[src/shared/sonet_port_pkg.sv]
// Constants shared by the core to fabric boundary port and its pin sampler
package sonet_port_pkg;

    // ------------------------------------------------------------------
    // Geometry
    // ------------------------------------------------------------------
    localparam int CHANNELS = 8;
    localparam int PAIRS = 4;
    localparam int BYTE_W = 8;
    localparam int ADDR_W = 4;
    localparam int DATA_W = 8;
    localparam int SYNC_STAGES = 3;

    // ------------------------------------------------------------------
    // Register offsets
    // ------------------------------------------------------------------
    localparam logic [ADDR_W-1:0] REG_OH_ENABLE = 4'h0;
    localparam logic [ADDR_W-1:0] REG_MODE = 4'h1;
    localparam logic [ADDR_W-1:0] REG_PAIR_STATUS = 4'h2;
    localparam logic [ADDR_W-1:0] REG_SERIAL_STATUS = 4'h3;

    // ------------------------------------------------------------------
    // Field positions and reset values
    // ------------------------------------------------------------------
    localparam int MODE_BYPASS_BIT = 0;
    localparam logic [DATA_W-1:0] OH_ENABLE_RESET = 8'h00;
    localparam logic MODE_BYPASS_RESET = 1'b0;
    localparam logic [DATA_W-1:0] READ_IDLE = 8'h00;

    // Timing of a recovered-clock edge through the sampler, in clocks
    localparam int EDGE_LATENCY = 3;

endpackage

[src/shared/edge_if.sv]
// Interface carrying sampled pin levels and their edges between modules
interface edge_if #(
    parameter int WIDTH = 1
);
    logic [WIDTH-1:0] level;
    logic [WIDTH-1:0] rise;
    logic [WIDTH-1:0] fall;

    modport source (
        output level,
        output rise,
        output fall
    );
    modport sink (
        input level,
        input rise,
        input fall
    );
endinterface

[src/logic/pin_edge_sync.sv]
// Three-stage pin sampler with settled level and one-cycle edge pulses
module pin_edge_sync #(
    parameter int WIDTH = 1
) (
    // Clock and reset
    input wire logic clock,
    input wire logic rst_n,
    // Pins from outside the clock domain
    input wire logic [WIDTH-1:0] pins,
    // Sampled results
    edge_if.source edges
);

    // ------------------------------------------------------------------
    // Sampling chain
    // ------------------------------------------------------------------
    logic [WIDTH-1:0] stage1_q;
    logic [WIDTH-1:0] stage2_q;
    logic [WIDTH-1:0] stage3_q;
    logic [WIDTH-1:0] settled_q;

    // Stage one feeds stage two only, to give metastability room
    always_ff @(posedge clock) begin
        if (!rst_n) begin
            stage1_q <= '0;
            stage2_q <= '0;
            stage3_q <= '0;
        end else begin
            stage1_q <= pins;
            stage2_q <= stage1_q;
            stage3_q <= stage2_q;
        end
    end

    // A change counts once stages two and three agree
    always_ff @(posedge clock) begin
        if (!rst_n) begin
            settled_q <= '0;
        end else begin
            settled_q <= (stage2_q & stage3_q) | (settled_q & (stage2_q | stage3_q));
        end
    end

    // Edges are seen one cycle before the settled level moves
    assign edges.level = settled_q;
    assign edges.rise = stage2_q & stage3_q & ~settled_q;
    assign edges.fall = ~stage2_q & ~stage3_q & settled_q;

endmodule

[src/logic/sonet_core_fabric_port.sv]
// Core side of the boundary between the transceiver core and fabric logic
//
// Our own choices: strobed register access and the register offsets.
module sonet_core_fabric_port #(
    parameter int CHANNELS = sonet_port_pkg::CHANNELS,
    parameter int PAIRS = sonet_port_pkg::PAIRS
) (
    // Clock and reset
    input wire logic clock,
    input wire logic rst_n,
    // Register port
    input wire logic [sonet_port_pkg::ADDR_W-1:0] regAddr,
    input wire logic [sonet_port_pkg::DATA_W-1:0] regWriteData,
    input wire logic regWrite,
    input wire logic regRead,
    output logic [sonet_port_pkg::DATA_W-1:0] regReadData,
    // Receive path, core side
    input wire logic [CHANNELS-1:0][sonet_port_pkg::BYTE_W-1:0] rxCoreByte,
    input wire logic [CHANNELS-1:0] recoveredClockIn,
    // Receive path, fabric side
    output logic [CHANNELS-1:0] recoveredChannelClock,
    output logic [CHANNELS-1:0][sonet_port_pkg::BYTE_W-1:0] rxParallelByte,
    // Transmit path
    input wire logic [CHANNELS-1:0][sonet_port_pkg::BYTE_W-1:0] txParallelByte,
    output logic [CHANNELS-1:0][sonet_port_pkg::BYTE_W-1:0] txCoreByte,
    // Serial overhead
    input wire logic [CHANNELS-1:0] overheadClock,
    input wire logic txOverheadClockEnable,
    input wire logic [CHANNELS-1:0] overheadCoreBit,
    output logic [CHANNELS-1:0] overheadSerialOut,
    input wire logic [CHANNELS-1:0] overheadSerialIn,
    output logic [CHANNELS-1:0] overheadCoreIn,
    output logic [CHANNELS-1:0] overheadOutEnableStatus,
    // Protection switching
    input wire logic [PAIRS-1:0] pairProtectSelect,
    input wire logic [CHANNELS-1:0] serialProtectSelect,
    output logic [CHANNELS-1:0] serialProtectApplied
);

    // ------------------------------------------------------------------
    // Elaboration checks
    // ------------------------------------------------------------------
    generate
        if (PAIRS < 1 || CHANNELS != 2 * PAIRS || CHANNELS > sonet_port_pkg::DATA_W) begin : g_bad
            $error("Channel count must be twice the pair count and fit a register");
        end
    endgenerate

    // ------------------------------------------------------------------
    // Pin sampling: every asynchronous input goes through one sampler
    // ------------------------------------------------------------------
    localparam int SYNC_W = 4 * CHANNELS + PAIRS + 1;

    edge_if #(.WIDTH(SYNC_W)) pinEdges ();

    pin_edge_sync #(
        .WIDTH(SYNC_W)
    ) u_pin_sync (
        .clock(clock),
        .rst_n(rst_n),
        .pins({txOverheadClockEnable, pairProtectSelect, serialProtectSelect,
               overheadSerialIn, overheadClock, recoveredClockIn}),
        .edges(pinEdges)
    );

    logic [CHANNELS-1:0] recFall;
    logic [CHANNELS-1:0] ohRise;
    logic [CHANNELS-1:0] ohFall;
    logic [CHANNELS-1:0] ohInLevel;
    logic [CHANNELS-1:0] serialLevel;
    logic [PAIRS-1:0] pairLevel;
    logic ohEnableLevel;

    // Slices of the sampled vector, in the order of the concatenation
    assign recFall = pinEdges.fall[CHANNELS-1:0];
    assign ohRise = pinEdges.rise[2*CHANNELS-1:CHANNELS];
    assign ohFall = pinEdges.fall[2*CHANNELS-1:CHANNELS];
    assign ohInLevel = pinEdges.level[3*CHANNELS-1:2*CHANNELS];
    assign serialLevel = pinEdges.level[4*CHANNELS-1:3*CHANNELS];
    assign pairLevel = pinEdges.level[4*CHANNELS+PAIRS-1:4*CHANNELS];
    assign ohEnableLevel = pinEdges.level[SYNC_W-1];

    // ------------------------------------------------------------------
    // Registers
    // ------------------------------------------------------------------
    logic [CHANNELS-1:0] ohEnable_q;
    logic bypass_q;
    logic [PAIRS-1:0] activeSel_q;
    logic [sonet_port_pkg::DATA_W-1:0] readData_q;
    logic [sonet_port_pkg::DATA_W-1:0] readData_d;

    // Software writes steer overhead enables and the alignment bypass
    always_ff @(posedge clock) begin
        if (!rst_n) begin
            ohEnable_q <= CHANNELS'(sonet_port_pkg::OH_ENABLE_RESET);
            bypass_q <= sonet_port_pkg::MODE_BYPASS_RESET;
        end else if (regWrite) begin
            if (regAddr == sonet_port_pkg::REG_OH_ENABLE) begin
                ohEnable_q <= regWriteData[CHANNELS-1:0];
            end
            if (regAddr == sonet_port_pkg::REG_MODE) begin
                bypass_q <= regWriteData[sonet_port_pkg::MODE_BYPASS_BIT];
            end
        end
    end

    // Read decode; unmapped offsets read as zero
    always_comb begin
        readData_d = sonet_port_pkg::READ_IDLE;
        case (regAddr)
            sonet_port_pkg::REG_OH_ENABLE: begin
                readData_d[CHANNELS-1:0] = ohEnable_q;
            end
            sonet_port_pkg::REG_MODE: begin
                readData_d[sonet_port_pkg::MODE_BYPASS_BIT] = bypass_q;
            end
            sonet_port_pkg::REG_PAIR_STATUS: begin
                readData_d[PAIRS-1:0] = activeSel_q;
            end
            sonet_port_pkg::REG_SERIAL_STATUS: begin
                readData_d[CHANNELS-1:0] = serialProtectApplied;
            end
            default: begin
                readData_d = sonet_port_pkg::READ_IDLE;
            end
        endcase
    end

    // Read data stand for exactly the cycle after the strobe
    always_ff @(posedge clock) begin
        if (!rst_n) begin
            readData_q <= sonet_port_pkg::READ_IDLE;
        end else if (regRead) begin
            readData_q <= readData_d;
        end else begin
            readData_q <= sonet_port_pkg::READ_IDLE;
        end
    end
    assign regReadData = readData_q;

    assign overheadOutEnableStatus = ohEnable_q;

    // ------------------------------------------------------------------
    // Receive path
    // ------------------------------------------------------------------
    // Recovered clock passthrough; a clock, so no flop is put in its way
    assign recoveredChannelClock = recoveredClockIn;

    logic [CHANNELS-1:0] launch;
    logic [CHANNELS-1:0][sonet_port_pkg::BYTE_W-1:0] rxByte_q;

    // Launch timing per mode
    // Bypass launches on the sampled recovered-clock fall, aligned on every
    // system-clock fall; the sampler adds latency but keeps one domain.
    assign launch = bypass_q ? recFall : {CHANNELS{1'b1}};

    genvar ch;
    generate
        for (ch = 0; ch < CHANNELS; ch++) begin : g_rx
            if (ch % 2 == 0) begin : g_main
                // Low picks protect, high picks main
                always_ff @(negedge clock) begin
                    if (!rst_n) begin
                        rxByte_q[ch] <= '0;
                    end else if (launch[ch]) begin
                        rxByte_q[ch] <= pairLevel[ch/2] ? rxCoreByte[ch] : rxCoreByte[ch+1];
                    end
                end
                // Select applied only when a byte launches
                always_ff @(negedge clock) begin
                    if (!rst_n) begin
                        activeSel_q[ch/2] <= 1'b1;
                    end else if (launch[ch]) begin
                        activeSel_q[ch/2] <= pairLevel[ch/2];
                    end
                end
            end else begin : g_protect
                // Protect channels keep their own port unswitched
                always_ff @(negedge clock) begin
                    if (!rst_n) begin
                        rxByte_q[ch] <= '0;
                    end else if (launch[ch]) begin
                        rxByte_q[ch] <= rxCoreByte[ch];
                    end
                end
            end
        end
    endgenerate
    assign rxParallelByte = rxByte_q;

    // ------------------------------------------------------------------
    // Transmit path
    // ------------------------------------------------------------------
    logic [CHANNELS-1:0][sonet_port_pkg::BYTE_W-1:0] txByte_q;

    // Capture on the same rising edge the fabric launches on
    always_ff @(posedge clock) begin
        if (!rst_n) begin
            txByte_q <= '0;
        end else begin
            txByte_q <= txParallelByte;
        end
    end
    assign txCoreByte = txByte_q;

    // ------------------------------------------------------------------
    // Serial overhead
    // ------------------------------------------------------------------
    logic [CHANNELS-1:0] ohOut_q;
    logic [CHANNELS-1:0] ohIn_q;

    // Launch out bit on overhead clock rise
    // A disabled channel holds its output low rather than a stale bit.
    always_ff @(posedge clock) begin
        if (!rst_n) begin
            ohOut_q <= '0;
        end else begin
            ohOut_q <= (ohOut_q & ~ohRise & ohEnable_q) |
                       (overheadCoreBit & ohRise & ohEnable_q);
        end
    end
    assign overheadSerialOut = ohOut_q;

    // Capture in bit on overhead clock fall
    // Insertion only while the fabric holds its enable active
    always_ff @(posedge clock) begin
        if (!rst_n) begin
            ohIn_q <= '0;
        end else if (ohEnableLevel) begin
            ohIn_q <= (ohIn_q & ~ohFall) | (ohInLevel & ohFall);
        end
    end
    assign overheadCoreIn = ohIn_q;

    // ------------------------------------------------------------------
    // Serial protection
    // ------------------------------------------------------------------
    logic [CHANNELS-1:0] serialSel_q;

    // Per-channel serial select, registered after sampling
    always_ff @(posedge clock) begin
        if (!rst_n) begin
            serialSel_q <= '0;
        end else begin
            serialSel_q <= serialLevel;
        end
    end
    assign serialProtectApplied = serialSel_q;

    // ------------------------------------------------------------------
    // Checks
    // ------------------------------------------------------------------
    chk_status_mirror: assert property (
        @(posedge clock) disable iff (!rst_n)
        regWrite && regAddr == sonet_port_pkg::REG_OH_ENABLE
        |=> overheadOutEnableStatus == $past(regWriteData[CHANNELS-1:0]))
        else $error("Overhead enable status does not follow the write");

    chk_rx_aligned: assert property (
        @(negedge clock) disable iff (!rst_n)
        !bypass_q && $past(!bypass_q) |-> rxParallelByte[1] == $past(rxCoreByte[1]))
        else $error("Aligned receive byte not launched on the falling edge");

    chk_rx_bypass_hold: assert property (
        @(negedge clock) disable iff (!rst_n)
        bypass_q && $past(bypass_q) && !$past(recFall[1])
        |-> rxParallelByte[1] == $past(rxParallelByte[1]))
        else $error("Bypass receive byte moved without a recovered clock fall");

    chk_pair_route: assert property (
        @(negedge clock) disable iff (!rst_n)
        !bypass_q && $past(!bypass_q) |-> rxParallelByte[0] ==
        (activeSel_q[0] ? $past(rxCoreByte[0]) : $past(rxCoreByte[1])))
        else $error("Pair output carries the wrong channel");

    chk_select_boundary: assert property (
        @(negedge clock) disable iff (!rst_n)
        activeSel_q[0] != $past(activeSel_q[0]) |-> $past(launch[0]))
        else $error("Pair select changed away from a byte boundary");

    chk_tx_capture: assert property (
        @(posedge clock) disable iff (!rst_n)
        ##1 txCoreByte == $past(txParallelByte))
        else $error("Transmit byte not captured on the rising edge");

    chk_oh_launch: assert property (
        @(posedge clock) disable iff (!rst_n)
        ohRise[0] && ohEnable_q[0] |=> overheadSerialOut[0] == $past(overheadCoreBit[0]))
        else $error("Overhead out bit not launched on clock rise");

    chk_oh_capture: assert property (
        @(posedge clock) disable iff (!rst_n)
        ohFall[0] && ohEnableLevel |=> overheadCoreIn[0] == $past(ohInLevel[0]))
        else $error("Overhead in bit not captured on clock fall");

    chk_serial_select: assert property (
        @(posedge clock) disable iff (!rst_n)
        $stable(serialLevel) |-> serialProtectApplied == serialLevel)
        else $error("Serial protection select not applied");

endmodule

[config.mk]
export PLATFORM = sky130hd
export DESIGN_NAME = sonet_core_fabric_port
export DESIGN_NICKNAME = d
export VERILOG_FILES = /design/src/shared/sonet_port_pkg.sv /design/src/shared/edge_if.sv /design/src/logic/pin_edge_sync.sv /design/src/logic/sonet_core_fabric_port.sv
export SDC_FILE = /design/constraint.sdc
export NUM_CORES = 1
export LEC_CHECK = 0
export ABC_AREA = 1
export BUFFER_PORTS_ARGS = -buffer_cell sky130_fd_sc_hd__buf_2
export CAP_MARGIN = 20
export CORE_ASPECT_RATIO = 0.9
export CORE_MARGIN = 2
export CORE_UTILIZATION = 53
export CTS_CLUSTER_DIAMETER = 100
export DETAILED_ROUTE_END_ITERATION = 8
export PLACE_DENSITY = 0.84
export REMOVE_ABC_BUFFERS = 1
export SETUP_SLACK_MARGIN = 0.3
export SLEW_MARGIN = 20
export SYNTH_ARGS = -nofsm -noshare
export SYNTH_HDL_FRONTEND = slang
export SYNTH_SLANG_ARGS = --single-unit
export TNS_END_PERCENT = 5
[constraint.sdc]
create_clock -name clock -period 2.55 [get_ports clock]
set_clock_uncertainty 0.15 [all_clocks]
set_input_delay 0.51 -clock clock [delete_from_list [all_inputs] [get_ports clock]]
set_output_delay 0.51 -clock clock [all_outputs]
set_load 0.01 [all_outputs]
==> results.py <==
metrics = {
    "floorplanning": {
        "coreArea_sq_um": 19900,
        "io_pins": 365,
        "start_util_pct": 53.8,
        "die_area_sq_um": 21400,
        "rows": 49,
        "die_x_um": 154,
        "die_h_um": 139,
    },
    "finish": {
        "fin_util_pct": 79.6,
        "seq_area_sq_um": 6540,
        "multi_input_area_sq_um": 3620,
        "final_area_sq_um": 15900,
        "drive_gt1_share_pct": 31.8,
        "fillers": 1084,
        "syn_to_final_growth_pct": 48.1,
        "nets": 2041,
    },
    "setup_path": {
        "crit_path_cell_trace": "buf_6",
        "end_kind": "output port",
        "r2r_start": "bypass_q$_SDFFE_PN0P_",
        "path_delay_family": "flip-flops",
        "cp_slowest_stage_delay_ns": 0.36,
        "cp.arrival_ns": 2.36,
        "critPathSlowestCell": "dfxtp_4",
        "path_buf_inv": 1,
        "reg2reg_slack_ns": 0,
        "critPathKind": "reg -> out",
        "path_max_fanout": 2,
        "worstPathRequired_ns": 1.89,
        "rr_worst_depth": 5,
        "rr_endpoint": "rxParallelByte[40]$_SDFFE_NN0P_",
        "crit_path_start_kind": "flop",
    },
    "yosys": {
        "yosysSeqAreaShare_pct": 60.0,
        "syn_inst": 1338,
        "ys_warn_count": 0,
        "ys_seq_elements": 321,
        "synth_area_sq_um": 10700,
        "avgSynthCellArea_sq_um": 8.01,
        "yosysUniqueCellTypes": 19,
    },
    "run_status": {
        "status": "finished, violations left",
        "violations": "setup timing",
    },
    "power_and_ir_drop": {
        "p_total_mw": 11.3,
        "p_leak_nw": 8.74,
        "ir_drop_v": 0.000650,
        "powerDensity_nw_per_um2": 713,
    },
    "place": {
        "dpl.hpwl_um": 18600,
        "pre_cts_ws_ns": -0.249,
        "portBuffers": 364,
        "place_area_sq_um": 12700,
        "gp_congestion": 0.928,
    },
    "cts": {
        "clock-sinks": 321,
        "cts_tree": "yes",
        "clk_latency_ns": 0.59,
        "clock-root-buffer": "clkbuf_16",
        "path_clk_slew_ns": 0.07,
        "cts_buffers": 30,
        "cts-htree-levels": 1,
        "clk_path_buf_depth": 3,
    },
    "global_routing": {
        "grt_pass1_vias": 11300,
        "grt_util_met3_pct": 7.38,
        "grt_use_total_pct": 31.9,
        "grt_use_met2_pct": 58.4,
        "grt.busiest_layer": "met2",
        "grt_start_max_net_pins": 98,
        "antenna_found_initial": 1,
        "grt_use_met1_pct": 33.7,
        "overflow": 0,
        "grt_pass1_wl_um": 55300,
    },
    "sta": {
        "whs_ns": 0.0194,
        "fin_ws_ns": -0.474,
        "rsz0062_at_grt": "yes",
        "hold_violations": 0,
        "tightest_slew_ns": 0.727,
        "drv_slew": 0,
        "relSlewSlack_pct": 51.5,
        "setup_violations": 65,
    },
    "drt": {
        "drt_first_iter_violations": 877,
        "drt-total-wl_um": 36300,
        "ant_nets": 0,
        "drc": 0,
        "wl_per_cell_um": 17.0,
        "detailedRoute.firstPassIterationCount": 5,
        "avgViaCountPerCell": 5.17,
        "num_vias": 11000,
    },
    "hold_path": {
        "min_to": "u_pin_sync.stage1_q[24]$_SDFF_PN0_",
        "hp-class": "in -> reg",
        "worstHoldPathCells": 3,
        "hold_path.startpoint": "serialProtectSelect[0]",
    },
    "flow_run": {
        "cap_violations": 0,
    },
}
[sequential cells by signal, indices dropped and copies added (netlist names), named ones only]
name,flops
serialProtectApplied,8
txCoreByte,64
bypass_q,1
overheadSerialOut,8
u_pin_sync.edges.level,37
u_pin_sync.stage2_q,37
u_pin_sync.stage3_q,37
u_pin_sync.stage1_q,37
overheadOutEnableStatus,8
rxParallelByte,64
activeSel_q,4
regReadData,8
[logic make-up (layout without fill, tap and decap cells)]
| logic type | count (synthesis) | after routing | share of synthesized area, % |
|---|---|---|---|
| AO/OA/AOI/OAI | 151 | 151 | 7.33 |
| buffers and inverters | 273 | 807 | 10.6 |
| other | 0 | 2 | 0 |
| AND/OR/NAND/NOR | 593 | 593 | 22.1 |
| flip-flops | 321 | 321 | 60.0 |
[report_power, final]
part,total (mW),internal [mW],switching (mW)
logic,0.982,0.469,0.513
clock network,4.98,2.73,2.26
registers,5.34,5.22,0.118
total,11.3,8.42,2.89
[layer usage]
metal	wire length, um	vias up
met5	0	-
met4	2280	0
met3	2970	188
met2	18100	597
met1	12900	5123
li1	-	5096
[placed cells by master, fill, tap and decap left out, types with 5 or more instances in the layout]
cell,netlist,final
nand2_1,335,316
buf_2,31,299
inv_1,215,277
dfxtp_1,321,241
nor2_1,169,119
dlygate4sd3_1,0,84
dfxtp_2,0,76
o21ai_0,77,72
buf_6,1,68
a21oi_1,58,58
nand3_1,46,42
nor2_4,1,37
clkbuf_16,0,31
nor3_1,24,24
nand4_1,17,17
nor2_2,1,15
buf_4,17,15
nand2_4,0,10
a31oi_1,8,8
o21bai_1,8,8
nand2_2,0,6
clkbuf_1,1,5
clkbuf_8,0,5
[cell type report]
class / instances / share of cell area [%]
Timing Repair Buffer: 468 / 20.5
Antenna cell: 2 / 0.0316
Sequential cell: 321 / 41.2
Tap cell: 255 / 2.01
Clock inverter: 80 / 2.47
Inverter: 219 / 5.62
Multi-Input combinational cell: 744 / 22.8
Clock buffer: 40 / 5.36
[how the worst max path moves through the flow]
| stage | startpoint | end | slack [ns] | depth (start not counted) |
|---|---|---|---|---|
| floorplan | u_pin_sync.stage3_q[1]$_SDFF_PN0_ | rxParallelByte[10]$_SDFFE_NN0P_ | 0.14 | 6 |
| global placement | rst_n | overheadSerialOut[0]$_SDFF_PN0_ | -0.19 | 5 |
| detailed placement | rst_n | overheadSerialOut[0]$_SDFF_PN0_ | -0.25 | 5 |
| CTS | rxParallelByte[2]$_SDFFE_NN0P_ | rxParallelByte[2] | -0.43 | 1 |
| global route | rxParallelByte[51]$_SDFFE_NN0P_ | rxParallelByte[51] | -0.50 | 1 |
| finish | rxParallelByte[43]$_SDFFE_NN0P_ | rxParallelByte[43] | -0.47 | 1 |
[stage by stage]
stage          setup TNS (ns)  cells
6_report               -26.37   2129
5_1_grt                -28.33   2128
4_1_cts                -26.39   2126
3_5_place_dp           -17.32   1922
3_3_place_gp           -12.29   1922
2_1_floorplan               0   1285
[synth_stat cells]
master,number,share of area [%]
dfxtp_1,321,60
a21oi_1,58,2.7
nor2_4,1,0.11
inv_2,5,0.18
nand4_1,17,0.99
buf_2,31,1.4
o21ai_0,77,3.6
nand3_1,46,2.1
inv_1,215,7.5
nor3_1,24,1.1
nor2_1,169,5.9
clkbuf_1,1,0.035
buf_6,1,0.11
buf_4,17,1.2
buf_1,3,0.11
nand2_1,335,12
nor2_2,1,0.058
o21bai_1,8,0.56
a31oi_1,8,0.47
[what timing repair did]
| action | CTS | global route |
|---|---|---|
| pin swaps | 71 | 42 |
| hold endpoints to repair | 84 | 0 |
| resized for setup | 238 | 74 |
| hold buffers | 84 | 0 |
| buffers inserted | 1 | 1 |
| setup endpoints to repair | 132 | 218 |
(Power assumes the default switching activity.)
